**src/shared/irq_map_pkg.sv**
```systemverilog
// constants and source map for the interrupt vector mapper
package irq_map_pkg;
	localparam int NUM_REQ = 64;
	localparam int LAST_REQ = 57;
	localparam int NUM_VEC = 46;
	localparam int VEC_W = 6;
	localparam int REQ_W = 6;
	localparam int PRI_W = 3;
	localparam int SUB_W = 2;
	localparam int WORD_W = 32;
	localparam int PRI_WORDS = 12;
	localparam int VEC_PER_WORD = 4;
	localparam int SLOT_STRIDE = 8;
	localparam int PRI_LSB = 2;
	localparam int SUB_LSB = 0;
	localparam int HIGH_BASE = 32;
	localparam logic [VEC_W-1:0] NO_VEC = 6'h3f;
	localparam logic [REQ_W-1:0] SPI1_FIRST = 6'h17;
	localparam logic [REQ_W-1:0] FLASH_REQ = 6'h38;
	localparam logic [REQ_W-1:0] USB_REQ = 6'h39;
	localparam logic [VEC_W-1:0] SPI1_VEC = 6'h17;
	localparam logic [VEC_W-1:0] UART1_VEC = 6'h18;
	localparam logic [VEC_W-1:0] I2C1_VEC = 6'h19;
	localparam logic [VEC_W-1:0] SPI2_VEC = 6'h1f;
	localparam logic [VEC_W-1:0] UART2_VEC = 6'h20;
	localparam logic [VEC_W-1:0] I2C2_VEC = 6'h21;
	localparam logic [VEC_W-1:0] FLASH_VEC = 6'h2c;
	localparam logic [VEC_W-1:0] USB_VEC = 6'h2d;
	localparam logic [REQ_W-1:0] GROUP_OFS = 6'h03;

	// request to vector; NO_VEC for unassigned requests
	function automatic logic [VEC_W-1:0] vec_of(input logic [REQ_W-1:0] r);
		logic [VEC_W-1:0] v;
		v = NO_VEC;
		if (r <= 6'h16)
			v = r;
		else if (r <= 6'h19)
			v = SPI1_VEC;
		else if (r <= 6'h1c)
			v = UART1_VEC;
		else if (r <= 6'h1f)
			v = I2C1_VEC;
		else if (r <= 6'h24)
			v = r - GROUP_OFS - GROUP_OFS;
		else if (r <= 6'h27)
			v = SPI2_VEC;
		else if (r <= 6'h2a)
			v = UART2_VEC;
		else if (r <= 6'h2d)
			v = I2C2_VEC;
		else if (r <= 6'h33)
			v = r - 6'h0c;
		else if (r == FLASH_REQ)
			v = FLASH_VEC;
		else if (r == USB_REQ)
			v = USB_VEC;
		return v;
	endfunction
endpackage

```
**src/hw/vec_select.sv**
```systemverilog
// finds the winning vector among pending requests
`timescale 1ns/1ps
module vec_select #(
	parameter int NREQ = irq_map_pkg::NUM_REQ
) (
	input wire logic [NREQ-1:0] pend,
	input wire logic [irq_map_pkg::PRI_WORDS*irq_map_pkg::WORD_W-1:0] prio,
	output logic found,
	output logic [irq_map_pkg::VEC_W-1:0] vec,
	output logic [irq_map_pkg::PRI_W-1:0] level
);
	always_comb begin
		logic [irq_map_pkg::PRI_W+irq_map_pkg::SUB_W-1:0] best, key;
		logic [irq_map_pkg::VEC_W-1:0] v;
		int base;
		v = '0;
		base = 0;
		key = '0;
		best = '0;
		found = 1'b0;
		vec = '0;
		level = '0;
		// lower requests first; strict greater keeps natural order on ties
		for (int r = 0; r < NREQ; r++) begin
			v = irq_map_pkg::vec_of(r[irq_map_pkg::REQ_W-1:0]);
			base = int'(v) * irq_map_pkg::SLOT_STRIDE;
			if (v != irq_map_pkg::NO_VEC) begin
				// priority and subpriority slots of the vector
				key = {prio[base+irq_map_pkg::PRI_LSB +: irq_map_pkg::PRI_W],
					prio[base+irq_map_pkg::SUB_LSB +: irq_map_pkg::SUB_W]};
				// zero priority never presents
				if (pend[r] && key[irq_map_pkg::SUB_W +: irq_map_pkg::PRI_W]
					!= '0 && (!found || key > best)) begin
					found = 1'b1;
					best = key;
					vec = v;
					level = key[irq_map_pkg::SUB_W +: irq_map_pkg::PRI_W];
				end
			end
		end
	end
endmodule // vec_select

```
**src/hw/irq_vector_map.sv**
```systemverilog
// interrupt source to vector mapper with flags, enables and priorities
`timescale 1ns/1ps
module irq_vector_map #(
	parameter int NREQ = irq_map_pkg::NUM_REQ
) (
	input wire logic clock,
	input wire logic rstn,
	input wire logic [NREQ-1:0] src_event,
	input wire logic [NREQ-1:0] flag_clear,
	input wire logic [NREQ-1:0] flag_set,
	input wire logic [irq_map_pkg::WORD_W-1:0] enable_word_low,
	input wire logic [irq_map_pkg::WORD_W-1:0] enable_word_high,
	input wire logic [irq_map_pkg::PRI_WORDS*irq_map_pkg::WORD_W-1:0]
		vector_priority_word,
	input wire logic wait_enter,
	output logic [irq_map_pkg::WORD_W-1:0] flag_word_low,
	output logic [irq_map_pkg::WORD_W-1:0] flag_word_high,
	output logic irq_req,
	output logic [irq_map_pkg::VEC_W-1:0] irq_vector,
	output logic [irq_map_pkg::PRI_W-1:0] irq_level,
	output logic core_stalled
);
	typedef struct packed {
		logic [NREQ-1:0] flags;
		logic req;
		logic [irq_map_pkg::VEC_W-1:0] vec;
		logic [irq_map_pkg::PRI_W-1:0] level;
		logic stalled;
	} state_t;

	state_t s_q, s_d;
	logic [NREQ-1:0] mapped, pend, en_all;
	logic found;
	logic [irq_map_pkg::VEC_W-1:0] win_vec;
	logic [irq_map_pkg::PRI_W-1:0] win_level;

	// only assigned requests may hold a flag
	generate
		for (genvar r = 0; r < NREQ; r++) begin : g_map
			assign mapped[r] = irq_map_pkg::vec_of(
				(irq_map_pkg::REQ_W)'(r)) != irq_map_pkg::NO_VEC;
		end
	endgenerate

	// low word holds requests 0..31, high word 32 up
	assign en_all = {enable_word_high, enable_word_low};
	assign pend = s_q.flags & en_all & mapped;

	vec_select #(.NREQ(NREQ)) u_sel (
		.pend(pend),
		.prio(vector_priority_word),
		.found(found),
		.vec(win_vec),
		.level(win_level)
	);

	always_comb begin
		s_d = s_q;
		// event beats a clear in the same cycle
		s_d.flags = ((s_q.flags & ~flag_clear) | src_event | flag_set) & mapped;
		s_d.req = found;
		s_d.vec = found ? win_vec : '0;
		s_d.level = found ? win_level : '0;
		// wait stalls until a request is presented
		if (found)
			s_d.stalled = 1'b0;
		else if (wait_enter)
			s_d.stalled = 1'b1;
		if (!rstn)
			s_d = '0;
	end

	always_ff @(posedge clock) begin
		s_q <= s_d;
	end

	assign flag_word_low = s_q.flags[irq_map_pkg::WORD_W-1:0];
	assign flag_word_high = s_q.flags[irq_map_pkg::HIGH_BASE +:
		irq_map_pkg::WORD_W];
	assign irq_req = s_q.req;
	assign irq_vector = s_q.vec;
	assign irq_level = s_q.level;
	assign core_stalled = s_q.stalled;

	// checks
	property p_flag_sticky;
		@(posedge clock) disable iff (!rstn)
		(s_q.flags[0] && !flag_clear[0]) |=> s_q.flags[0];
	endproperty
	a_flag_sticky: assert property (p_flag_sticky)
		else $error("flag dropped without clear");

	property p_set_wins;
		@(posedge clock) disable iff (!rstn)
		(src_event[5] && flag_clear[5]) |=> flag_word_low[5];
	endproperty
	a_set_wins: assert property (p_set_wins)
		else $error("event lost against clear");

	property p_core_tick;
		@(posedge clock) disable iff (!rstn)
		(pend == 64'h1 && vector_priority_word[4:2] != 3'h0)
			|=> (irq_req && irq_vector == 6'h00);
	endproperty
	a_core_tick: assert property (p_core_tick)
		else $error("core tick not on vector 0");

	property p_spi1_share;
		@(posedge clock) disable iff (!rstn)
		(pend == 64'h2000000 && vector_priority_word[188:186] != 3'h0)
			|=> irq_vector == 6'h17;
	endproperty
	a_spi1_share: assert property (p_spi1_share)
		else $error("spi1 done not on vector 23");

	property p_uart1_share;
		@(posedge clock) disable iff (!rstn)
		(pend == 64'h10000000 && vector_priority_word[196:194] != 3'h0)
			|=> irq_vector == 6'h18;
	endproperty
	a_uart1_share: assert property (p_uart1_share)
		else $error("uart1 tx not on vector 24");

	property p_usb;
		@(posedge clock) disable iff (!rstn)
		(pend == 64'h0200000000000000 &&
			vector_priority_word[364:362] != 3'h0)
			|=> (irq_req && irq_vector == 6'h2d);
	endproperty
	a_usb: assert property (p_usb)
		else $error("usb not on vector 45");

	property p_dma0;
		@(posedge clock) disable iff (!rstn)
		(pend == 64'h0001000000000000 &&
			vector_priority_word[292:290] != 3'h0)
			|=> irq_vector == 6'h24;
	endproperty
	a_dma0: assert property (p_dma0)
		else $error("dma0 not on vector 36");

	property p_no_pend;
		@(posedge clock) disable iff (!rstn)
		(pend == '0) |=> !irq_req;
	endproperty
	a_no_pend: assert property (p_no_pend)
		else $error("request with nothing pending");

	property p_stall;
		@(posedge clock) disable iff (!rstn)
		(wait_enter && !found) |=> core_stalled;
	endproperty
	a_stall: assert property (p_stall)
		else $error("wait did not stall");

	property p_wake;
		@(posedge clock) disable iff (!rstn)
		(core_stalled && found) |=> (!core_stalled && irq_req);
	endproperty
	a_wake: assert property (p_wake)
		else $error("stall not released by interrupt");
endmodule // irq_vector_map

```
**config.mk**
```make
export PLATFORM = sky130hd
export DESIGN_NAME = irq_vector_map
export DESIGN_NICKNAME = d
export VERILOG_FILES = /design/src/shared/irq_map_pkg.sv /design/src/hw/vec_select.sv /design/src/hw/irq_vector_map.sv
export SDC_FILE = /design/constraint.sdc
export NUM_CORES = 1
export LEC_CHECK = 0
export BUFFER_PORTS_ARGS = -buffer_cell sky130_fd_sc_hd__buf_2
export CELL_PAD_IN_SITES_DETAIL_PLACEMENT = 0
export CELL_PAD_IN_SITES_GLOBAL_PLACEMENT = 1
export CORE_AREA = 2 2 282 284
export CTS_BUF_LIST = sky130_fd_sc_hd__clkbuf_16
export CTS_CLUSTER_SIZE = 14
export DETAILED_ROUTE_END_ITERATION = 10
export DIE_AREA = 0 0 284 286
export GPL_TIMING_DRIVEN = 1
export PLACE_DENSITY = 0.59
export SYNTH_ARGS = -nofsm -noshare
export SYNTH_HDL_FRONTEND = slang
export SYNTH_SLANG_ARGS = --single-unit
```
**constraint.sdc**
```tcl
create_clock -name clock -period 88.5 [get_ports clock]
set_clock_uncertainty 0.1 [all_clocks]
set_input_delay 4.425 -clock clock [delete_from_list [all_inputs] [get_ports clock]]
set_output_delay 4.425 -clock clock [all_outputs]
set_load 0.02 [all_outputs]
```
* After elaboration in Yosys (flattened, before gate mapping)
Index checks and enable logic that the tools add are counted.
Word-level totals: register bits after elaboration 65, bits of input ports 643, logic and storage cells 540
Operators by class: magnitude comparators 53, muxes and demuxes 214, bitwise gates (word level) 7, reduce and logical (&&, ||, !) cells 259
Operators with widths (number):
- $mux 6 | 52
- $gt 5x5->1 | 53
- $mux 5 | 53
- $mux 3 | 54
- $reduce_bool 3->1 | 42
- $and 58x58->58 | 2
- $or 58x58->58 | 2
- $logic_and 1x1->1 | 107
- $not 58->58 | 1
- $mux 1 | 55
- $logic_not 1->1 | 53
- $logic_or 1x1->1 | 53
- $reduce_or 16->1 | 1
- $reduce_or 4->1 | 1
- $not 1->1 | 2
- $reduce_and 2->1 | 1
- $reduce_or 2->1 | 1

* Longest topological paths before layout
Gate-level depths: netlist of run 1.
depth after elaboration 217, mapped depth 547, mapped depth without buffers 535

* Modules after synthesis
Synthesis of run 1 repeated with hierarchy kept, for this count alone.
Unflattened totals: cell total of the unflattened synthesis 2491, area total of the unflattened synthesis 17700.7 sq um
Modules (own cells, without submodules):
- vec_select | times used 1, cells each 2233, area an instance 14971.9 sq um, seq. area each 0.0 sq um
- irq_vector_map | times used 1, cells each 258, area an instance 2728.9 sq um, seq. area each 1301.2 sq um

* Worst setup path before layout of run 1
Ideal clock, no wire load.
kind input-to-reg, start input vector_priority_word[4] (netlist name), end register s_q, in the netlist irq_level[0], library setup time 0.069 ns, arrival time 92.218 ns, data required time 88.331 ns, slack -3.888 ns, stages on the path 501, cells stage by stage o311a_1 nand2_1 ha_1 nor2b_1 o21ai_1 nand3_1 o211ai_1 inv_1 o21ai_0 inv_1 ha_1 nor2b_1 o21ai_0 a31oi_1 nor2_2 mux2_2 ha_1 nand3_1 [... 465 more ...] o22ai_1 nand2_1 nand2_1 buf_2 nor2_1 a21o_1 ha_1 nor2b_1 o21a_1 o21ai_0 nand2b_1 a21oi_1 a31oi_1 o21bai_1 and2_1 nor2b_1 inv_1 o21ai_1
Between the ends: longest elaborated chain between the ends 216, elaborated cells on any way between the ends 376
RTL lines:
- start, declared | RTL line irq_vector_map.sv:14 | vector_priority_word,
- $reduce_bool 3->1 | RTL line vec_select.sv:32 | if (pend[r] && key[irq_map_pkg::SUB_W +: irq_map_pkg::PRI_W]
- $logic_and 1x1->1 | RTL line vec_select.sv:32
- $mux 5 or $mux 1 (tied branches) | RTL line vec_select.sv:32
- $gt 5x5->1 or $logic_not 1->1 (tied branches) | RTL line vec_select.sv:33 | != '0 && (!found || key > best)) begin
- $logic_or 1x1->1 | RTL line vec_select.sv:33
- $logic_and 1x1->1 | RTL line vec_select.sv:33
- $mux 5 or $mux 1 (tied branches) | RTL line vec_select.sv:32
- $gt 5x5->1 or $logic_not 1->1 (tied branches) | RTL line vec_select.sv:33
- [... 200 more ...]
- $logic_or 1x1->1 | RTL line vec_select.sv:33
- $logic_and 1x1->1 | RTL line vec_select.sv:33
- $mux 5 or $mux 1 (tied branches) | RTL line vec_select.sv:32
- $gt 5x5->1 or $logic_not 1->1 (tied branches) | RTL line vec_select.sv:33
- $logic_or 1x1->1 | RTL line vec_select.sv:33
- $logic_and 1x1->1 | RTL line vec_select.sv:33
- $mux 1 | RTL line vec_select.sv:32
- $reduce_and 2->1 (no line)
- end signal, assigned | RTL line irq_vector_map.sv:74 | s_q <= s_d;
- end, declared | RTL line irq_vector_map.sv:31 | state_t s_q, s_d;
Parallel ways exist; a longest one is shown, timed or not. A chain may end at the register's enable or synchronous reset.

* Final worst setup path of run 1
start input vector_priority_word[3] (netlist name), end register s_q, in the netlist irq_level[2]
Same word-level chain as after synthesis.

==> results of run 1 <==
[what timing repair did]
item,in CTS,in global routing
pin swaps,294,321
endpoints found under the setup margin,9,9
setup buffers,326,71
gates resized for setup,490,309
[logic make-up (layout without fill, tap and decap cells)]
logic type	count (synthesis)	in the layout	share of synthesized area [%]
and+or+nand+nor	801	801	24.1
AOI/OAI and AO/OA	743	743	33.4
buffers and inverters	300	1777	7.50
adders and majority gates	225	225	16.6
muxes	148	148	9.55
DFF	65	65	7.72
xor gates and xnor gates	20	20	1.04
other	1	20	0.0223
[layer usage]
layer,vias up,part of all wire (%)
met5,-,0.25
met4,32,1.5
met3,108,5.5
met2,542,48
met1,10800,44
li1,11600,-
[path summary, 6_finish.rpt]
check	endpoint	from	cells after the start	slack, ns
min	core_stalled	core_stalled	2	0.44
min reg2reg	core_stalled	core_stalled	2	0.44
max	irq_level[2]	vector_priority_word[3]	517	-0.37
max reg2reg	irq_level[2]	flag_word_low[0]	517	3.35
[stage by stage]
step	instances	setup slack [ns]
final	4849	-0.372
after floorplan	2312	0.0112
after global placement	4441	-5.21
after detailed placement	4441	-5.47
after CTS	4776	0.0104
after global routing	4839	-4.56
[layout by cell type, fill, tap and decap left out, types with 14 or more instances in the layout]
master	count
nand4_1	35
o21ai_2	41
buf_4	952
mux2i_1	32
o21ai_1	48
inv_4	25
o21ai_0	56
nor2b_1	72
and2_1	24
o311a_1	17
mux2_4	65
nand2_2	20
or3_1	18
dfxtp_1	65
o31a_1	64
mux2i_2	17
nor2_2	21
a21oi_1	79
mux2_2	24
inv_1	179
a21o_1	36
nor2_1	157
nand2_1	160
xnor2_1	14
nand2b_1	16
buf_6	72
nor3_1	41
nand3_1	55
nor2b_4	14
ha_4	111
o311ai_0	21
buf_2	489
inv_2	44
o21a_1	27
and3_1	38
o211ai_1	20
ha_1	95
a21oi_2	61
ha_2	14
[registers in the layout, summed over array words and instances (netlist names)]
register / flops
flag_word_low: 32
irq_level: 3
core_stalled: 1
flag_word_high: 22
irq_req: 1
irq_vector: 6
[critical path: cells and delay by family]
| family | cells | cell delay, ns |
|---|---|---|
| fa+ha+maj | 51 | 11.27 |
| mux | 42 | 11.67 |
| xor+xnor | 1 | 0.20 |
| simple gates | 100 | 13.42 |
| buf+inv | 108 | 11.45 |
| compound gates | 215 | 36.44 |
[area by class of cell]
class / count / share of cell area (%)
Multi-Input combinational cell: 1947 / 55.7
Inverter: 248 / 3.06
Tap cell: 1050 / 4.05
Clock buffer: 9 / 0.695
Timing Repair Buffer: 1513 / 32.1
Sequential cell: 65 / 4.01
Antenna cell: 10 / 0.0772
Clock inverter: 7 / 0.316
==> flow_summary.yaml, run 1 <==
logic_synthesis:
  ys_types: 142
  synth_edf_count: 0
  synth_ff_type: "dfxtp_1"
  yosysWarningCount: 0
  syn_area_mm2: 0.0169
  netlist.area_leader.share_pct: 16.3
  syn_avg_cell_area_um2: 7.32
  synth_cells: 2303
  ys_seq_elements: 65
  synth_seq_area_share_pct: 7.72
  yosysMostFrequentCell: "inv_1"
  yosys-top-cells-count: "247 x inv_1, 220 x ha_1, 188 x nand2_1"
  synth.area.top_cells: "ha_1 16%, dfxtp_1 7.7%, mux2_2 5.5%"
  async_reset_ff_share_pct: 0
  synth_top_cell_by_area: "ha_1"
cts:
  cts_tree: "yes"
  clk_pin_slew_ns: 0.08
  insertion_delay_ns: 0.40
  clock-sinks: 65
  cts_max_level: 3
  cts_hold_buf: 0
  clockBufferDepth: 2
  cts_root_buf: "clkbuf_16"
  cts_made_buffers: 9
global_route:
  antenna_found_initial: 39
  grt-busiest-layer: "met2"
  grt_start_max_net_pins: 58
  grt_pass1_wl_mm: 125
  grt_util_met2_pct: 34.6
  grt_pass1_vias: 23000
  grt_usage_pct: 19.5
  use_met1_pct: 24.3
  gr-total-overflow: 0
  grtUsageMet3_pct: 4.04
die:
  die_w_um: 284
  rows: 103
  ioPinCount: 718
  dieArea_mm2: 0.0812
  die_h_um: 286
  core_area_mm2: 0.0784
  start_util_pct: 21.5
worst_hold_path:
  hp-class: "reg -> reg"
placed_design:
  dpl-instance-area_mm2: 0.0255
  hpwl_mm: 65.8
  portBuffers: 493
  place_congestion: 0.894
routing:
  drt-pass1-iter-count: 5
  ant_nets: 0
  via_per_inst: 4.76
  routedWlPerCell_um: 17.2
  totalWireLength_mm: 83.6
  drcViolationCount: 0
  drt_iter0_markers: 918
  vias: 23100
layout:
  nFillCells: 8121
  multi_input_area_mm2: 0.0181
  ff_latch_area_mm2: 0.00130
  nets: 4647
  postLayoutCellArea_mm2: 0.0324
  area_growth_pct: 92.4
  drive_gt1_share_pct: 59.3
  final_core_util_pct: 41.4
sta:
  slew_violations: 0
  fmax_ghz: 0.0113
  worst_pin_slew_ns: 1.11
  timing.final.crit_share_pct: 100
  worst_slack_ns: -0.372
  finalHoldViolCount: 0
  setup_violations: 9
  setup_tns_ns: -2.59
  holdWs_ns: 0.438
  rsz0062_at_grt: "yes"
  slew_headroom_pct: 24.7
  period_needed_ns: 88.87
flow_run:
  max_cap_violations: 0
run_status:
  status: "complete, but fails checks"
  violations: "negative setup slack"
worst_setup_path:
  cp.arrival_ns: 89.06
  path_max_fanout: 8
  cp-end-kind: "register"
  cpMostUsedCell: "buf_4"
  required_ns: 88.68
  cp_slowest_cell: "or4b_4"
  critPathMaxStageDelay_ns: 0.50
  worstSetupStartpointType: "input port"
  worstSetupPathType: "in -> reg"
Power of run 1 is left out: the tool's default activity adds up to more than one toggle a clock period on the data nets, which glitch-free logic cannot reach.
==> run 2, diff against run 1 <==
- BUFFER_PORTS_ARGS: -buffer_cell sky130_fd_sc_hd__buf_2 -> -buffer_cell sky130_fd_sc_hd__buf_4
==> run 2 against run 1 <==
  * The run now ends clean
  * Core utilization increased by 1.8 points
  * Setup slack improved by 0.61 ns
  * Worst hold slack improved by 0.0098 ns
  * Die area unchanged
  * Design area rose by 4.4%
  * Sequential cell count is the same
  * Cell count down 0.16%
  * Global-route usage increased by 0.22 points
  * Fmax up 0.69%
  * Critical path depth decreased by 2
  * Critical path type unchanged
  * Largest cell class unchanged
==> flow_summary.yaml, run 2 (synthesis results as in run 1) <==
global_route:
  grt_pass1_vias: 23300
  gr-total-overflow: 0
  grt_usage_pct: 19.7
  grt_start_max_net_pins: 58
  antenna_found_initial: 11
  grt_pass1_wl_mm: 127
layout:
  mostFrequentLayoutCells: "1,457 x buf_4, 170 x inv_1, 163 x nand2_1"
  layout_commonest_cell: "buf_4"
  largest_reg_flops: 32
  drive_gt1_share_pct: 60.3
  area_growth_pct: 101
  final_core_util_pct: 43.2
  nets: 4645
worst_setup_path:
  required_ns: 88.69
  path_delay_family: "compound AO/OA/AOI/OAI gates"
  path_max_fanout: 8
  worstSetupPathType: "in -> reg"
  worstSetupStartpointType: "input port"
  critPathMaxStageDelay_ns: 0.50
  cp-end-kind: "register"
  cp.arrival_ns: 88.45
  crit_buf_inv: 123
  cpMostUsedCell: "buf_4"
  rrSetupSlack_ns: 3.99
  cp_slowest_cell: "or4b_4"
routing:
  wl_met2_mm: 41.9
  routedWlPerCell_um: 17.7
  via_per_inst: 4.77
  top_layer: "met5"
  drt_iter0_markers: 951
  ant_nets: 0
  vias: 23100
  drt-pass1-iter-count: 5
  wl_met3_mm: 4.68
  drcViolationCount: 0
  wl_met1_mm: 37.6
  totalWireLength_mm: 85.7
sta:
  finalHoldViolCount: 0
  slew_headroom_pct: 11.2
  worst_pin_slew_ns: 1.32
  period_needed_ns: 88.26
  fmax_ghz: 0.0113
  timing.final.crit_share_pct: 99.7
  rsz0062_at_grt: "yes"
  setup_violations: 0
  slew_violations: 0
  worst_slack_ns: 0.238
  setup_tns_ns: 0
die:
  start_util_pct: 21.5
  die_h_um: 286
  die_w_um: 284
  dieArea_mm2: 0.0812
  ioPinCount: 718
  core_area_mm2: 0.0784
  rows: 103
cts:
  clockBufferDepth: 2
  insertion_delay_ns: 0.40
  clk_pin_slew_ns: 0.08
  cts_hold_buf: 0
  cts_tree: "yes"
  cts_made_buffers: 9
  clock-sinks: 65
  cts_root_buf: "clkbuf_16"
  cts_max_level: 3
worst_hold_path:
  hp-class: "reg -> reg"
placed_design:
  place_congestion: 0.883
  pre_cts_slack_ns: -5.23
  hpwl_mm: 66.5
  portBuffers: 493
flow_run:
  max_cap_violations: 0
run_status:
  status: "finished, final reports clean"
[run 2: worst reg2reg max path, delay by kind of cell (launching register included)]
| family | cells | cell delay, ns |
|---|---|---|
| and+or+nand+nor | 98 | 13.59 |
| adders and majority gates | 49 | 10.72 |
| DFF | 1 | 0.41 |
| AOI/OAI and AO/OA | 202 | 33.28 |
| buffers and inverters | 123 | 14.14 |
| muxes | 42 | 12.21 |
[run 2: worst paths after layout]
check | depth (start not counted) | endpoint | from
setup reg to reg | 514 | irq_level[0] | flag_word_low[0]
setup / recovery | 515 | irq_level[0] | vector_priority_word[4]
hold reg to reg | 2 | core_stalled | core_stalled
hold / removal | 2 | core_stalled | core_stalled
[run 2: layout make-up]
type,instances,area [µm²]
fill,7911,44500
timing repair buffer,1511,11500
tap,1050,1310
antenna,4,10.0
clock buffer,9,225
multi-input combinational,1947,18400
sequential,65,1300
inverter,248,978
clock inverter,7,85.1
[run 2: routing by layer]
metal,GRT usage [%],up-vias
met5,0,-
met4,3.86,8
met3,4.06,85
met2,35.0,530
met1,24.5,10900
li1,-,11600
[run 2: stage by stage]
step,std cells,hold slack (ns),area (µm²)
after floorplan,2312,0.506,17200
after CTS,4758,0.452,31300
after detailed placement,4431,0.425,26600
after global placement,4431,0.406,26600
after global routing,4838,0.553,33800
final,4841,0.448,33800
[run 2: repair_timing]
action | 4_1_cts | 5_1_grt
gates resized for setup | 436 | 403
pin swaps | 282 | 357
hold endpoints to repair | 0 | 0
setup endpoints to repair | 9 | 9
buffers inserted | 314 | 99
Power of run 2 is left out for the same reason.
